===== config.mk =====
export PLATFORM = sky130hd
export DESIGN_NAME = dmm_decoder
export DESIGN_NICKNAME = d
export VERILOG_FILES = /design/src/design/dmm_pkg.sv /design/src/design/dmm_decoder.sv
export VERILOG_INCLUDE_DIRS = /design/src /design/src/design
export SDC_FILE = /design/constraint.sdc
export NUM_CORES = 2
export LEC_CHECK = 0
export BUFFER_PORTS_ARGS = -buffer_cell sky130_fd_sc_hd__buf_2
export CAP_MARGIN = 20
export CORE_MARGIN = 3
export CORE_UTILIZATION = 48
export CTS_CLUSTER_DIAMETER = 80
export DETAILED_ROUTE_END_ITERATION = 8
export PLACE_DENSITY = 0.72
export SYNTH_ARGS = -nofsm -noshare
export SYNTH_HDL_FRONTEND = slang
export SYNTH_SLANG_ARGS = --single-unit
export TNS_END_PERCENT = 10

===== constraint.sdc =====
create_clock -name i_clk -period 9.4 [get_ports i_clk]
set_input_delay 0.47 -clock i_clk [delete_from_list [all_inputs] [get_ports i_clk]]
set_output_delay 0.47 -clock i_clk [all_outputs]
set_load 0.01 [all_outputs]

===== src/design/dmm_regs.svh =====
// constants of the data memory decoder: address ranges, port locations, steps
// assumes a 16-bit byte data address space and a 6-bit i/o space
`ifndef DMM_REGS_SVH
`define DMM_REGS_SVH

// ==========================================================================
// data address ranges
`define DMM_IO_FIRST 16'h0000
`define DMM_IO_LAST 16'h003F
`define DMM_SRAM_FIRST 16'h0040
`define DMM_DIRECT_LAST 16'h00BF
`define DMM_SRAM_LAST 16'h013F
`define DMM_VIRT_WRAP 16'h0100
`define DMM_LOCK_FIRST 16'h3F00
`define DMM_LOCK_LAST 16'h3F01
`define DMM_CFG_FIRST 16'h3F40
`define DMM_CFG_LAST 16'h3F41
`define DMM_CAL_FIRST 16'h3F80
`define DMM_CAL_LAST 16'h3F81
`define DMM_ID_FIRST 16'h3FC0
`define DMM_ID_LAST 16'h3FC3
`define DMM_FLASH_FIRST 16'h4000
`define DMM_FLASH_LAST 16'h47FF

// ==========================================================================
// i/o locations of the ram access port
`define DMM_IO_PORT_ADDR 6'h20
`define DMM_IO_PORT_DATA 6'h1F

// ==========================================================================
// pointer registers, steps and reset values
`define DMM_PTR_FIRST_REG 5'h1A
`define DMM_PTR_LAST_REG 5'h1F
`define DMM_PTR_STEP 16'h0001
`define DMM_PORT_ADDR_RESET 8'h00
`define DMM_PC_RESET 11'h000
`define DMM_ZERO_BYTE 8'h00

`endif


===== src/design/dmm_pkg.sv =====
// types of the data memory decoder: requests, answers, i/o and state
// assumes dmm_regs.svh for all numeric constants
package dmm_pkg;

  // ========================================================================
  // access kinds issued by the core
  typedef enum logic [2:0] {
    DMM_MODE_IO,
    DMM_MODE_DIRECT,
    DMM_MODE_IND,
    DMM_MODE_IND_PREDEC,
    DMM_MODE_IND_POSTINC
  } dmm_mode_t;

  typedef enum logic [1:0] {
    DMM_PTR_X,
    DMM_PTR_Y,
    DMM_PTR_Z
  } dmm_ptr_sel_t;

  typedef enum logic [2:0] {
    DMM_RGN_IO,
    DMM_RGN_SRAM,
    DMM_RGN_LOCK,
    DMM_RGN_CFG,
    DMM_RGN_CAL,
    DMM_RGN_ID,
    DMM_RGN_FLASH,
    DMM_RGN_RSVD
  } dmm_region_t;

  typedef enum logic {
    DMM_IDLE,
    DMM_BUSY
  } dmm_phase_t;

  // ========================================================================
  // carriers
  typedef struct packed {
    logic valid;
    logic write;
    dmm_mode_t mode;
    dmm_ptr_sel_t sel;
    logic [15:0] addr;
    logic [7:0] wdata;
  } dmm_req_t;

  typedef struct packed {
    logic valid;
    logic err;
    logic [7:0] rdata;
  } dmm_rsp_t;

  typedef struct packed {
    logic valid;
    logic write;
    logic [5:0] addr;
    logic [7:0] wdata;
  } dmm_io_t;

  typedef struct packed {
    logic valid;
    logic [4:0] reg_num;
    logic [7:0] data;
  } dmm_ptr_wr_t;

  typedef struct packed {
    logic [1:0][7:0] lock;
    logic [1:0][7:0] cfg;
    logic [1:0][7:0] cal;
    logic [3:0][7:0] id;
  } dmm_nvm_t;

  // ========================================================================
  // whole state of the decoder
  typedef struct packed {
    dmm_phase_t phase;
    logic [7:0] port_addr;
    logic [2:0][15:0] ptr;
    dmm_region_t acc_region;
    logic acc_write;
    logic [15:0] acc_addr;
    logic [7:0] acc_wdata;
    logic acc_err;
    dmm_rsp_t rsp;
    dmm_io_t io;
    logic [10:0] flash_addr;
  } dmm_state_t;

endpackage


===== src/design/dmm_decoder.sv =====
// data memory decoder with the indirect ram access port and pointer file
// assumes a core on the same clock that holds requests until o_ready is high,
// an asynchronous-read program flash and an i/o bus answering in one cycle
`timescale 1ns/1ps
`include "dmm_regs.svh"

// Function
// - program store is 2048 x 16, fetched by an 11-bit counter from zero
// - bytes of the low 1024 program words are readable in data space from 0x4000 to 0x47FF
// - core writes into program area are dropped
// - 0x0000-0x003F decode as i/o, 0x0040-0x013F as sram
// - lock, config, calibration, id and flash ranges decode as printed
// - lock, config, calibration, id and flash are read-only to the core
// - i/o instructions reach all 64 i/o locations from address zero
// - direct accesses only reach 0x0040 through 0x00BF
// - 0x00C0-0x013F reached only indirectly or through the ram port
// - x, y, z reach all data space, with pre-decrement or post-increment
// - pointers x, y, z are built from general registers 26 to 31
// - every sram data access takes two clock cycles
// - virtual 0x0040-0x00FF map straight, 0x0100-0x013F to 0x0000-0x003F
// - ram port address is physical, core accesses use virtual addresses
// - writing port data stores the byte at the held port address
// - reading port data returns the sram byte at the held port address
// - both ram port registers sit in i/o space
// - port address is eight bits, linear over 0 to 255
module dmm_decoder (
  input wire logic i_clk,
  input wire logic i_srst,
  input dmm_pkg::dmm_req_t i_req,
  output logic o_ready,
  output dmm_pkg::dmm_rsp_t o_rsp,
  input wire logic [10:0] i_program_counter,
  output logic [10:0] o_flash_addr,
  input wire logic [15:0] i_flash_word,
  input dmm_pkg::dmm_nvm_t i_nvm,
  output dmm_pkg::dmm_io_t o_io,
  input wire logic [7:0] i_io_rdata,
  input dmm_pkg::dmm_ptr_wr_t i_ptr_wr,
  output logic [2:0][15:0] o_ptr
);
  import dmm_pkg::*;

  // ========================================================================
  // helpers
  function automatic dmm_region_t dmm_region(input logic [15:0] a);
    dmm_region_t r;
    r = DMM_RGN_RSVD;
    if (a <= `DMM_IO_LAST) r = DMM_RGN_IO;
    else if (a >= `DMM_SRAM_FIRST && a <= `DMM_SRAM_LAST) r = DMM_RGN_SRAM;
    else if (a >= `DMM_LOCK_FIRST && a <= `DMM_LOCK_LAST) r = DMM_RGN_LOCK;
    else if (a >= `DMM_CFG_FIRST && a <= `DMM_CFG_LAST) r = DMM_RGN_CFG;
    else if (a >= `DMM_CAL_FIRST && a <= `DMM_CAL_LAST) r = DMM_RGN_CAL;
    else if (a >= `DMM_ID_FIRST && a <= `DMM_ID_LAST) r = DMM_RGN_ID;
    else if (a >= `DMM_FLASH_FIRST && a <= `DMM_FLASH_LAST) r = DMM_RGN_FLASH;
    return r;
  endfunction

  // virtual sram address to physical: the low byte already wraps 0x01xx onto 0x00xx
  function automatic logic [7:0] dmm_phys(input logic [15:0] a);
    return a[7:0];
  endfunction

  function automatic logic dmm_direct_ok(input logic [15:0] a);
    return (a >= `DMM_SRAM_FIRST) && (a <= `DMM_DIRECT_LAST);
  endfunction

  // ========================================================================
  // storage
  dmm_state_t cur;
  dmm_state_t next_cur;
  logic [7:0] mem [0:255];
  logic mem_we;
  logic [7:0] mem_waddr;
  logic [7:0] mem_wdata;
  logic [7:0] mem_raddr;
  logic [7:0] mem_rdata;
  logic taken;
  logic [15:0] eff;
  logic [15:0] sel_ptr;
  dmm_region_t rgn;
  logic [4:0] ptr_idx;

  assign mem_rdata = mem[mem_raddr];
  assign o_ready = (cur.phase == DMM_IDLE);
  assign o_rsp = cur.rsp;
  assign o_io = cur.io;
  assign o_flash_addr = cur.flash_addr;
  assign o_ptr = cur.ptr;

  // ========================================================================
  // next-state logic
  always_comb begin
    next_cur = cur;
    next_cur.rsp.valid = 1'b0;
    next_cur.io.valid = 1'b0;
    mem_we = 1'b0;
    mem_waddr = `DMM_ZERO_BYTE;
    mem_wdata = `DMM_ZERO_BYTE;
    mem_raddr = dmm_phys(cur.acc_addr);
    taken = 1'b0;
    eff = `DMM_IO_FIRST;
    rgn = DMM_RGN_RSVD;
    sel_ptr = '0;
    ptr_idx = 5'(i_ptr_wr.reg_num - `DMM_PTR_FIRST_REG);
    // core loads of r26..r31 keep the pointer pairs current
    if (i_ptr_wr.valid && i_ptr_wr.reg_num >= `DMM_PTR_FIRST_REG &&
        i_ptr_wr.reg_num <= `DMM_PTR_LAST_REG) begin
      if (ptr_idx[0]) begin
        next_cur.ptr[ptr_idx[2:1]][15:8] = i_ptr_wr.data;
      end else begin
        next_cur.ptr[ptr_idx[2:1]][7:0] = i_ptr_wr.data;
      end
    end
    case (cur.phase)
      DMM_IDLE: begin
        // fetch path owns the flash address between data accesses
        next_cur.flash_addr = i_program_counter;
        if (i_req.valid) begin
          taken = 1'b1;
          sel_ptr = cur.ptr[i_req.sel];
          case (i_req.mode)
            DMM_MODE_IO: eff = {10'h000, i_req.addr[5:0]};
            DMM_MODE_DIRECT: eff = i_req.addr;
            DMM_MODE_IND: eff = sel_ptr;
            DMM_MODE_IND_PREDEC: begin
              eff = 16'(sel_ptr - `DMM_PTR_STEP);
              next_cur.ptr[i_req.sel] = eff;
            end
            DMM_MODE_IND_POSTINC: begin
              eff = sel_ptr;
              next_cur.ptr[i_req.sel] = 16'(sel_ptr + `DMM_PTR_STEP);
            end
            default: eff = i_req.addr;
          endcase
          rgn = dmm_region(eff);
          next_cur.acc_err = 1'b0;
          // direct mode stops at the first 128 sram bytes
          if (i_req.mode == DMM_MODE_DIRECT && !dmm_direct_ok(eff)) begin
            rgn = DMM_RGN_RSVD;
            next_cur.acc_err = 1'b1;
          end else if (rgn == DMM_RGN_RSVD) begin
            next_cur.acc_err = 1'b1;
          end
          next_cur.acc_region = rgn;
          next_cur.acc_addr = eff;
          next_cur.acc_write = i_req.write;
          next_cur.acc_wdata = i_req.wdata;
          // ordinary i/o locations go out to the peripherals
          if (rgn == DMM_RGN_IO && eff[5:0] != `DMM_IO_PORT_ADDR &&
              eff[5:0] != `DMM_IO_PORT_DATA) begin
            next_cur.io.valid = 1'b1;
            next_cur.io.write = i_req.write;
            next_cur.io.addr = eff[5:0];
            next_cur.io.wdata = i_req.wdata;
          end
          if (rgn == DMM_RGN_FLASH) begin
            next_cur.flash_addr = {1'b0, eff[10:1]};
          end
          next_cur.phase = DMM_BUSY;
        end
      end
      DMM_BUSY: begin
        // second cycle of every access: memory and answer
        next_cur.rsp.valid = 1'b1;
        next_cur.rsp.err = cur.acc_err;
        next_cur.rsp.rdata = `DMM_ZERO_BYTE;
        next_cur.phase = DMM_IDLE;
        case (cur.acc_region)
          DMM_RGN_SRAM: begin
            if (cur.acc_write) begin
              mem_we = 1'b1;
              mem_waddr = dmm_phys(cur.acc_addr);
              mem_wdata = cur.acc_wdata;
            end else begin
              next_cur.rsp.rdata = mem_rdata;
            end
          end
          DMM_RGN_IO: begin
            if (cur.acc_addr[5:0] == `DMM_IO_PORT_ADDR) begin
              if (cur.acc_write) begin
                next_cur.port_addr = cur.acc_wdata;
              end else begin
                next_cur.rsp.rdata = cur.port_addr;
              end
            end else if (cur.acc_addr[5:0] == `DMM_IO_PORT_DATA) begin
              // port address is used as is, no virtual translation
              mem_raddr = cur.port_addr;
              if (cur.acc_write) begin
                mem_we = 1'b1;
                mem_waddr = cur.port_addr;
                mem_wdata = cur.acc_wdata;
              end else begin
                next_cur.rsp.rdata = mem_rdata;
              end
            end else if (!cur.acc_write) begin
              next_cur.rsp.rdata = i_io_rdata;
            end
          end
          // read-only mirrors: writes fall through with no effect
          DMM_RGN_LOCK: begin
            if (!cur.acc_write) next_cur.rsp.rdata = i_nvm.lock[cur.acc_addr[0]];
          end
          DMM_RGN_CFG: begin
            if (!cur.acc_write) next_cur.rsp.rdata = i_nvm.cfg[cur.acc_addr[0]];
          end
          DMM_RGN_CAL: begin
            if (!cur.acc_write) next_cur.rsp.rdata = i_nvm.cal[cur.acc_addr[0]];
          end
          DMM_RGN_ID: begin
            if (!cur.acc_write) next_cur.rsp.rdata = i_nvm.id[cur.acc_addr[1:0]];
          end
          DMM_RGN_FLASH: begin
            // low byte of the word first; writes are dropped on purpose
            if (!cur.acc_write) begin
              next_cur.rsp.rdata = cur.acc_addr[0] ? i_flash_word[15:8]
                                                   : i_flash_word[7:0];
            end
          end
          default: next_cur.rsp.rdata = `DMM_ZERO_BYTE;
        endcase
      end
      default: next_cur.phase = DMM_IDLE;
    endcase
  end

  // ========================================================================
  // registers
  always_ff @(posedge i_clk) begin
    if (i_srst) begin
      cur <= '0;
      cur.port_addr <= `DMM_PORT_ADDR_RESET;
      cur.flash_addr <= `DMM_PC_RESET;
    end else begin
      cur <= next_cur;
    end
  end

  // sram itself has no reset; contents are undefined at power-up
  always_ff @(posedge i_clk) begin
    if (mem_we) begin
      mem[mem_waddr] <= mem_wdata;
    end
  end
endmodule


# Word level (Yosys, flattened, before mapping)
# Memory sizes are Yosys's and may differ from the RTL's.
# Cells that the tools add are included.
[classes]
n_addsub = 3
order_cmp = 22
eq_ne = 16
mux = 82
n_bitwise = 2
reduce_logical = 23
[op_table]
columns = ["op", "count"]
rows = [
  ["$mux 8", 32],
  ["$bwmux 48", 4],
  ["$mux 77", 2],
  ["$demux 16 s2", 3],
  ["$mux 16", 6],
  ["$mux 48", 2],
  ["$pmux 48 s2", 1],
  ["$ge 16x14->1 const B", 4],
  ["$le 16x14->1 const B", 4],
  ["$pmux 8 s7", 1],
  ["$pmux 16 s3", 1],
  ["$bmux 16 s2", 1],
  ["$pmux 8 s2", 2],
  ["$mux 3", 9],
  ["$mux 11", 2],
  ["$eq 3x3->1 const B", 6],
  ["$add 16x1->16 const B", 1],
  ["$bmux 8 s2", 1],
  ["$ge 16x15->1 const B", 1],
  ["$ge 16x7->1 const B", 1],
  ["$le 16x15->1 const B", 1],
  ["$le 16x6->1 const B", 1],
  ["$le 16x8->1 const B", 1],
  ["$le 16x9->1 const B", 1],
  ["26 further kinds", 60],
]
[word_totals]
register_bits = 123
ramBits = 2048
wordCells = 167
mem_count = 1
[memory_table]
columns = ["memory", "depth", "word_bits", "rd", "rd_ports_with_merged_regs", "write_ports", "line", "text"]
rows = [
  ["mem", 256, 8, 1, 0, 1, "dmm_decoder.sv:71", "logic [7:0] mem [0:255];"],
]

# Logic depth before layout (Yosys ltp)
[depth]
word_depth = 24
depth_mapped = 16
mapped_depth_nobuf = 13

# Worst setup path after synthesis
# Ideal clock, no wire load.
[synth_timing]
path_kind = "register -> register"
from = "register cur[46] (netlist name)"
to = "memory mem[0][0], data pin"
arrival_ns = 5.031
required_time_ns = 8.532
slack_ns = 3.501
stages_incl_launch_ff = 9
n_path_buf = 2
synth_period_minus_slack_ns = 5.899
path_cell_list = "dfxtp_1 clkbuf_1 and4_1 and2_1 and3_1 clkbuf_1 nor2_1 nor2_1 and2_1"
[synth_via]
elab_chain_len = 5
word_cells_on_any_way = 6
cone_classes = "eq/ne: 2; mux: 4"
[synth_rtl]
columns = ["element", "line", "text"]
rows = [
  ["start, declared", "dmm_decoder.sv:69", "dmm_state_t cur;"],
  ["start signal, assigned", "dmm_decoder.sv:234", "cur <= next_cur;"],
  ["$eq 6x5->1 (no line)", "n/a", ""],
  ["$mux 8", "dmm_decoder.sv:185", "end else if (cur.acc_addr[5:0] == `DMM_IO_PORT_DATA) begin"],
  ["$mux 8 (*)", "dmm_decoder.sv:179", "if (cur.acc_addr[5:0] == `DMM_IO_PORT_ADDR) begin"],
  ["$pmux 8 s2 (*)", "dmm_decoder.sv:168", "case (cur.acc_region)"],
  ["$mux 8 (*)", "dmm_decoder.sv:114", "case (cur.phase)"],
  ["via mem_wdata[0]", "dmm_decoder.sv:74", "logic [7:0] mem_wdata;"],
  ["end, declared", "dmm_decoder.sv:71", ""],
]
# The timed path passes the listed nets; every way through them passes the cells marked *.

# Final worst setup path
[layout_timing]
from = "register cur[63] (netlist name)"
to = "register cur (netlist bit o_rsp[6])"
[layout_via]
elab_chain_len = 8
word_cells_on_any_way = 14
cone_classes = "eq/ne: 6; mux: 6; reduce/logical: 1; memory: 1"
[layout_rtl]
columns = ["element", "line"]
rows = [
  ["$logic_not 3->1", "dmm_decoder.sv:168"],
  ["$mux 8", "dmm_decoder.sv:168"],
  ["$mux 8", "dmm_decoder.sv:114"],
  ["$mem_v2 256x8", "n/a"],
  ["$mux 8", "dmm_decoder.sv:170, dmm_decoder.sv:188"],
  ["$mux 8", "dmm_decoder.sv:185"],
  ["$mux 8", "dmm_decoder.sv:179"],
  ["$pmux 8 s7 (*)", "dmm_decoder.sv:168"],
]
# Mark *: on every way between the ends. The rest lies on a longest branch, timed or not.
# A chain may end at the register's enable or synchronous reset.

==> flow_metrics.tcl <==
set metrics [dict create \
    clockPowerShare_pct 41.9 \
    drt_iter0_drc 7472 \
    worstHoldEndpoint "o_ptr[42]" \
    cp_data_required_time_ns 10.11 \
    start_util_pct 48.42 \
    cts.sinks 2163 \
    endpoint_kind "flop" \
    rrSetupSlack_ns 3.29 \
    rows 156 \
    switching_power_w 0.004294 \
    synth-seq-area-share_pct 72.66 \
    synth_fp_nets 5223 \
    cts_buffer_depth 3 \
    worstPathMaxFanout 35 \
    post-route-period-util_pct 64.97 \
    syn_to_final_growth_pct 11.90 \
    final_common_cell "edfxtp_1" \
    fp.dieH_um 433.7 \
    first_pass_iters 8 \
    fin_area_mm2 0.09825 \
    synth-edff-count 2048 \
    worstRegToRegCells 11 \
    finalClockSkew_ns 0.05587 \
    syn_area_mm2 0.08780 \
    reg2reg_from "cur[63]" \
    hold_viol 0 \
    cts_made_buffers 210 \
    slew_headroom_pct -5.791 \
    fin_nets 5439 \
    syn_inst 5059 \
    combPwrFrac_pct 5.3 \
    netlist.area_leader.share_pct 70.04 \
    p_seq_share_pct 52.8 \
    vias 50596 \
    grt_usage_pct 25.72 \
    avgSynthCellArea_um2 17.36 \
    yosys.area.top_type "edfxtp_1" \
    p_per_area_mw_per_mm2 201.0 \
    finalMaxSlewViolations 2 \
    coreArea_mm2 0.1813 \
    synth_area_leaders "edfxtp_1 (70%), mux4_2 (12%), dfxtp_1 (2.6%), nor2_1 (2.1%), nand2_1 (2.1%)" \
    avgRoutedWirePerCell_um 31.01 \
    grt_first_pass_wirelength_mm 350.7 \
    power.share.switching_pct 21.74 \
    grt_pass1_vias 49504 \
    hpwl_mm 151.6 \
    setup_violations 0 \
    pin_count 248 \
    clk_pin_slew_ns 0.06 \
    layout_common_cells "edfxtp_1 (2,048), nor2_1 (493), nand2_1 (481)" \
    fin_crit_ns 6.107 \
    die_area_mm2 0.1881 \
    fin_ws_ns 3.293 \
    fmax_ghz 0.1638 \
    violations "slew limit" \
    dp_slack_ns 3.424 \
    drcViolationCount 0 \
    timing.rr.end "o_rsp[6]" \
    grt_max_degree 222 \
    cts_resized 0 \
    synth_cell_types 91 \
    viasPerCell 6.451 \
    min_delay_path_depth 3 \
    worst_hold_startpoint "i_ptr_wr[2]" \
    yosysWarningCount 0 \
    dp.cells 7406 \
    worst_ep_arrival_time_ns 6.81 \
    cts_root_buf "clkbuf_16" \
    cts_tree "built" \
    grt_overflow_total 0 \
    power.leakage_nw 33.89 \
    io_buffers 247 \
    fin_setup_tns_ns 0 \
    ys_async_sr_fraction_pct 0 \
    place_area_mm2 0.09120 \
    startpoint_type "flop" \
    antenna_found_initial 24 \
    status "finished, violations left" \
    insertion_delay_ns 0.84 \
    drive_gt1_share_pct 21.72 \
    ys_ff_latch 2163 \
    rsz0062_at_grt "no" \
    p_int_w 0.01546 \
    maxCapViolations 0 \
    ir_drop_v 0.0001639 \
    utilization_pct 54.18 \
    ys.flop_type "edfxtp_1" \
    worst_pin_slew_ns 1.587 \
    place.gp.congestion 0.9523 \
    finalNonFillerCells 7843 \
    cts_max_level 4 \
    critical_path_class "flop to flop" \
    hold_path_class "primary input to flop" \
    die_w_um 433.7 \
    drt_wl_total_mm 243.2 \
    drtAntennaViolNets 0 \
]
==> cell families after synthesis <==
group / Yosys count / synth area share [%]
muxes: 629 / 14.03
xor gates and xnor gates: 20 / 0.1995
AOI/OAI and AO/OA: 575 / 4.522
and+or+nand+nor: 1292 / 6.395
adders and majority gates: 2 / 0.02850
DFF: 2163 / 72.66
buffers and inverters: 378 / 2.162
==> layout make-up <==
| class | count | area, um2 |
|---|---|---|
| well taps | 2370 | 2965 |
| clock buffers | 273 | 5573 |
| clock inverters | 121 | 1186 |
| fillers | 13821 | 83080 |
| inverters | 11 | 41.29 |
| multi-input cells | 2518 | 22230 |
| flip-flops and latches | 2163 | 63800 |
| diodes | 16 | 40.04 |
| repair buffers | 371 | 2415 |
==> sequential cells by signal, summed over array words and instances, names as in the netlist <==
name / cells
o_rsp: 10
mem: 2048
o_flash_addr: 11
cur: 30
o_io: 16
o_ptr: 48
==> critical path, cell delays in order, from the launching register on <==
cell and delay, ns:
dfxtp_1 0.82, nor3_1 0.22, nand4_1 0.74, o21a_4 0.66, buf_4 0.46, buf_4 0.63, mux4_2 0.59, a22oi_1 0.25
nand2_1 0.12, nor4_1 0.73, nor4_1 0.24, or3_1 0.41
==> synthesized netlist by cell type (all sizes together), types with 8 or more instances <==
master   instances
a211oi           8
a21oi          111
a221oi          17
a22o            19
a22oi           33
a311oi          10
a31oi           41
a32oi           10
and2            17
and3            30
buf            210
clkbuf         157
dfxtp          115
edfxtp        2048
inv             10
mux2i          147
mux4           479
nand2          481
nand3           99
nand4           26
nor2           494
nor2b           15
nor3            53
nor4            32
o211ai          14
o21ai           99
o22a            13
o22ai          104
o2bb2ai         11
or3             10
xnor2           14
==> power by group through the flow <==
| stage | Sequential (W) | Combinational [W] | Clock [W] |
|---|---|---|---|
| final | 0.0104 | 0.00105 | 0.00828 |
| after global routing | 0.0104 | 0.00109 | 0.00874 |
| after CTS | 0.0104 | 0.00102 | 0.00834 |
| after detailed placement | 0.0106 | 0.00101 | 0 |
| after global placement | 0.0106 | 0.00100 | 0 |
| after floorplan | 0.0106 | 0.000646 | 0 |
==> worst max path at each step <==
stage / from / to / slack [ns] / depth (start not counted)
floorplan: cur[46] / mem[0][0] / 3.50 / 8
global placement: cur[47] / o_rsp[5] / 3.36 / 10
detailed placement: cur[63] / o_rsp[1] / 3.42 / 11
CTS: cur[63] / o_rsp[1] / 3.41 / 11
global route: cur[63] / o_rsp[6] / 2.97 / 11
finish: cur[63] / o_rsp[6] / 3.29 / 11
==> per-stage QoR <==
stage / hold slack, ns / power (W)
5_1_grt: 0.06428 / 0.02024
4_1_cts: 0.01307 / 0.01978
3_5_place_dp: 0.4397 / 0.01163
6_report: 0.06992 / 0.01975
3_3_place_gp: 0.4288 / 0.01163
2_1_floorplan: 0.4255 / 0.01126
==> routing by layer <==
metal  up-vias  share of wire (%)  global-route usage (%)
met3       657                 13                   7.074
met4        16                5.1                   11.67
met1     25774                 37                   35.04
met2      3518                 45                   38.93
met5         -              0.056                       0
li1      20631                  -                       -
==> what timing repair did <==
action / in CTS / in global routing
setup buffers: 0 / 0
endpoints found under the hold margin: 35 / 0
hold buffers: 23 / 0
(Power assumes the default switching activity.)
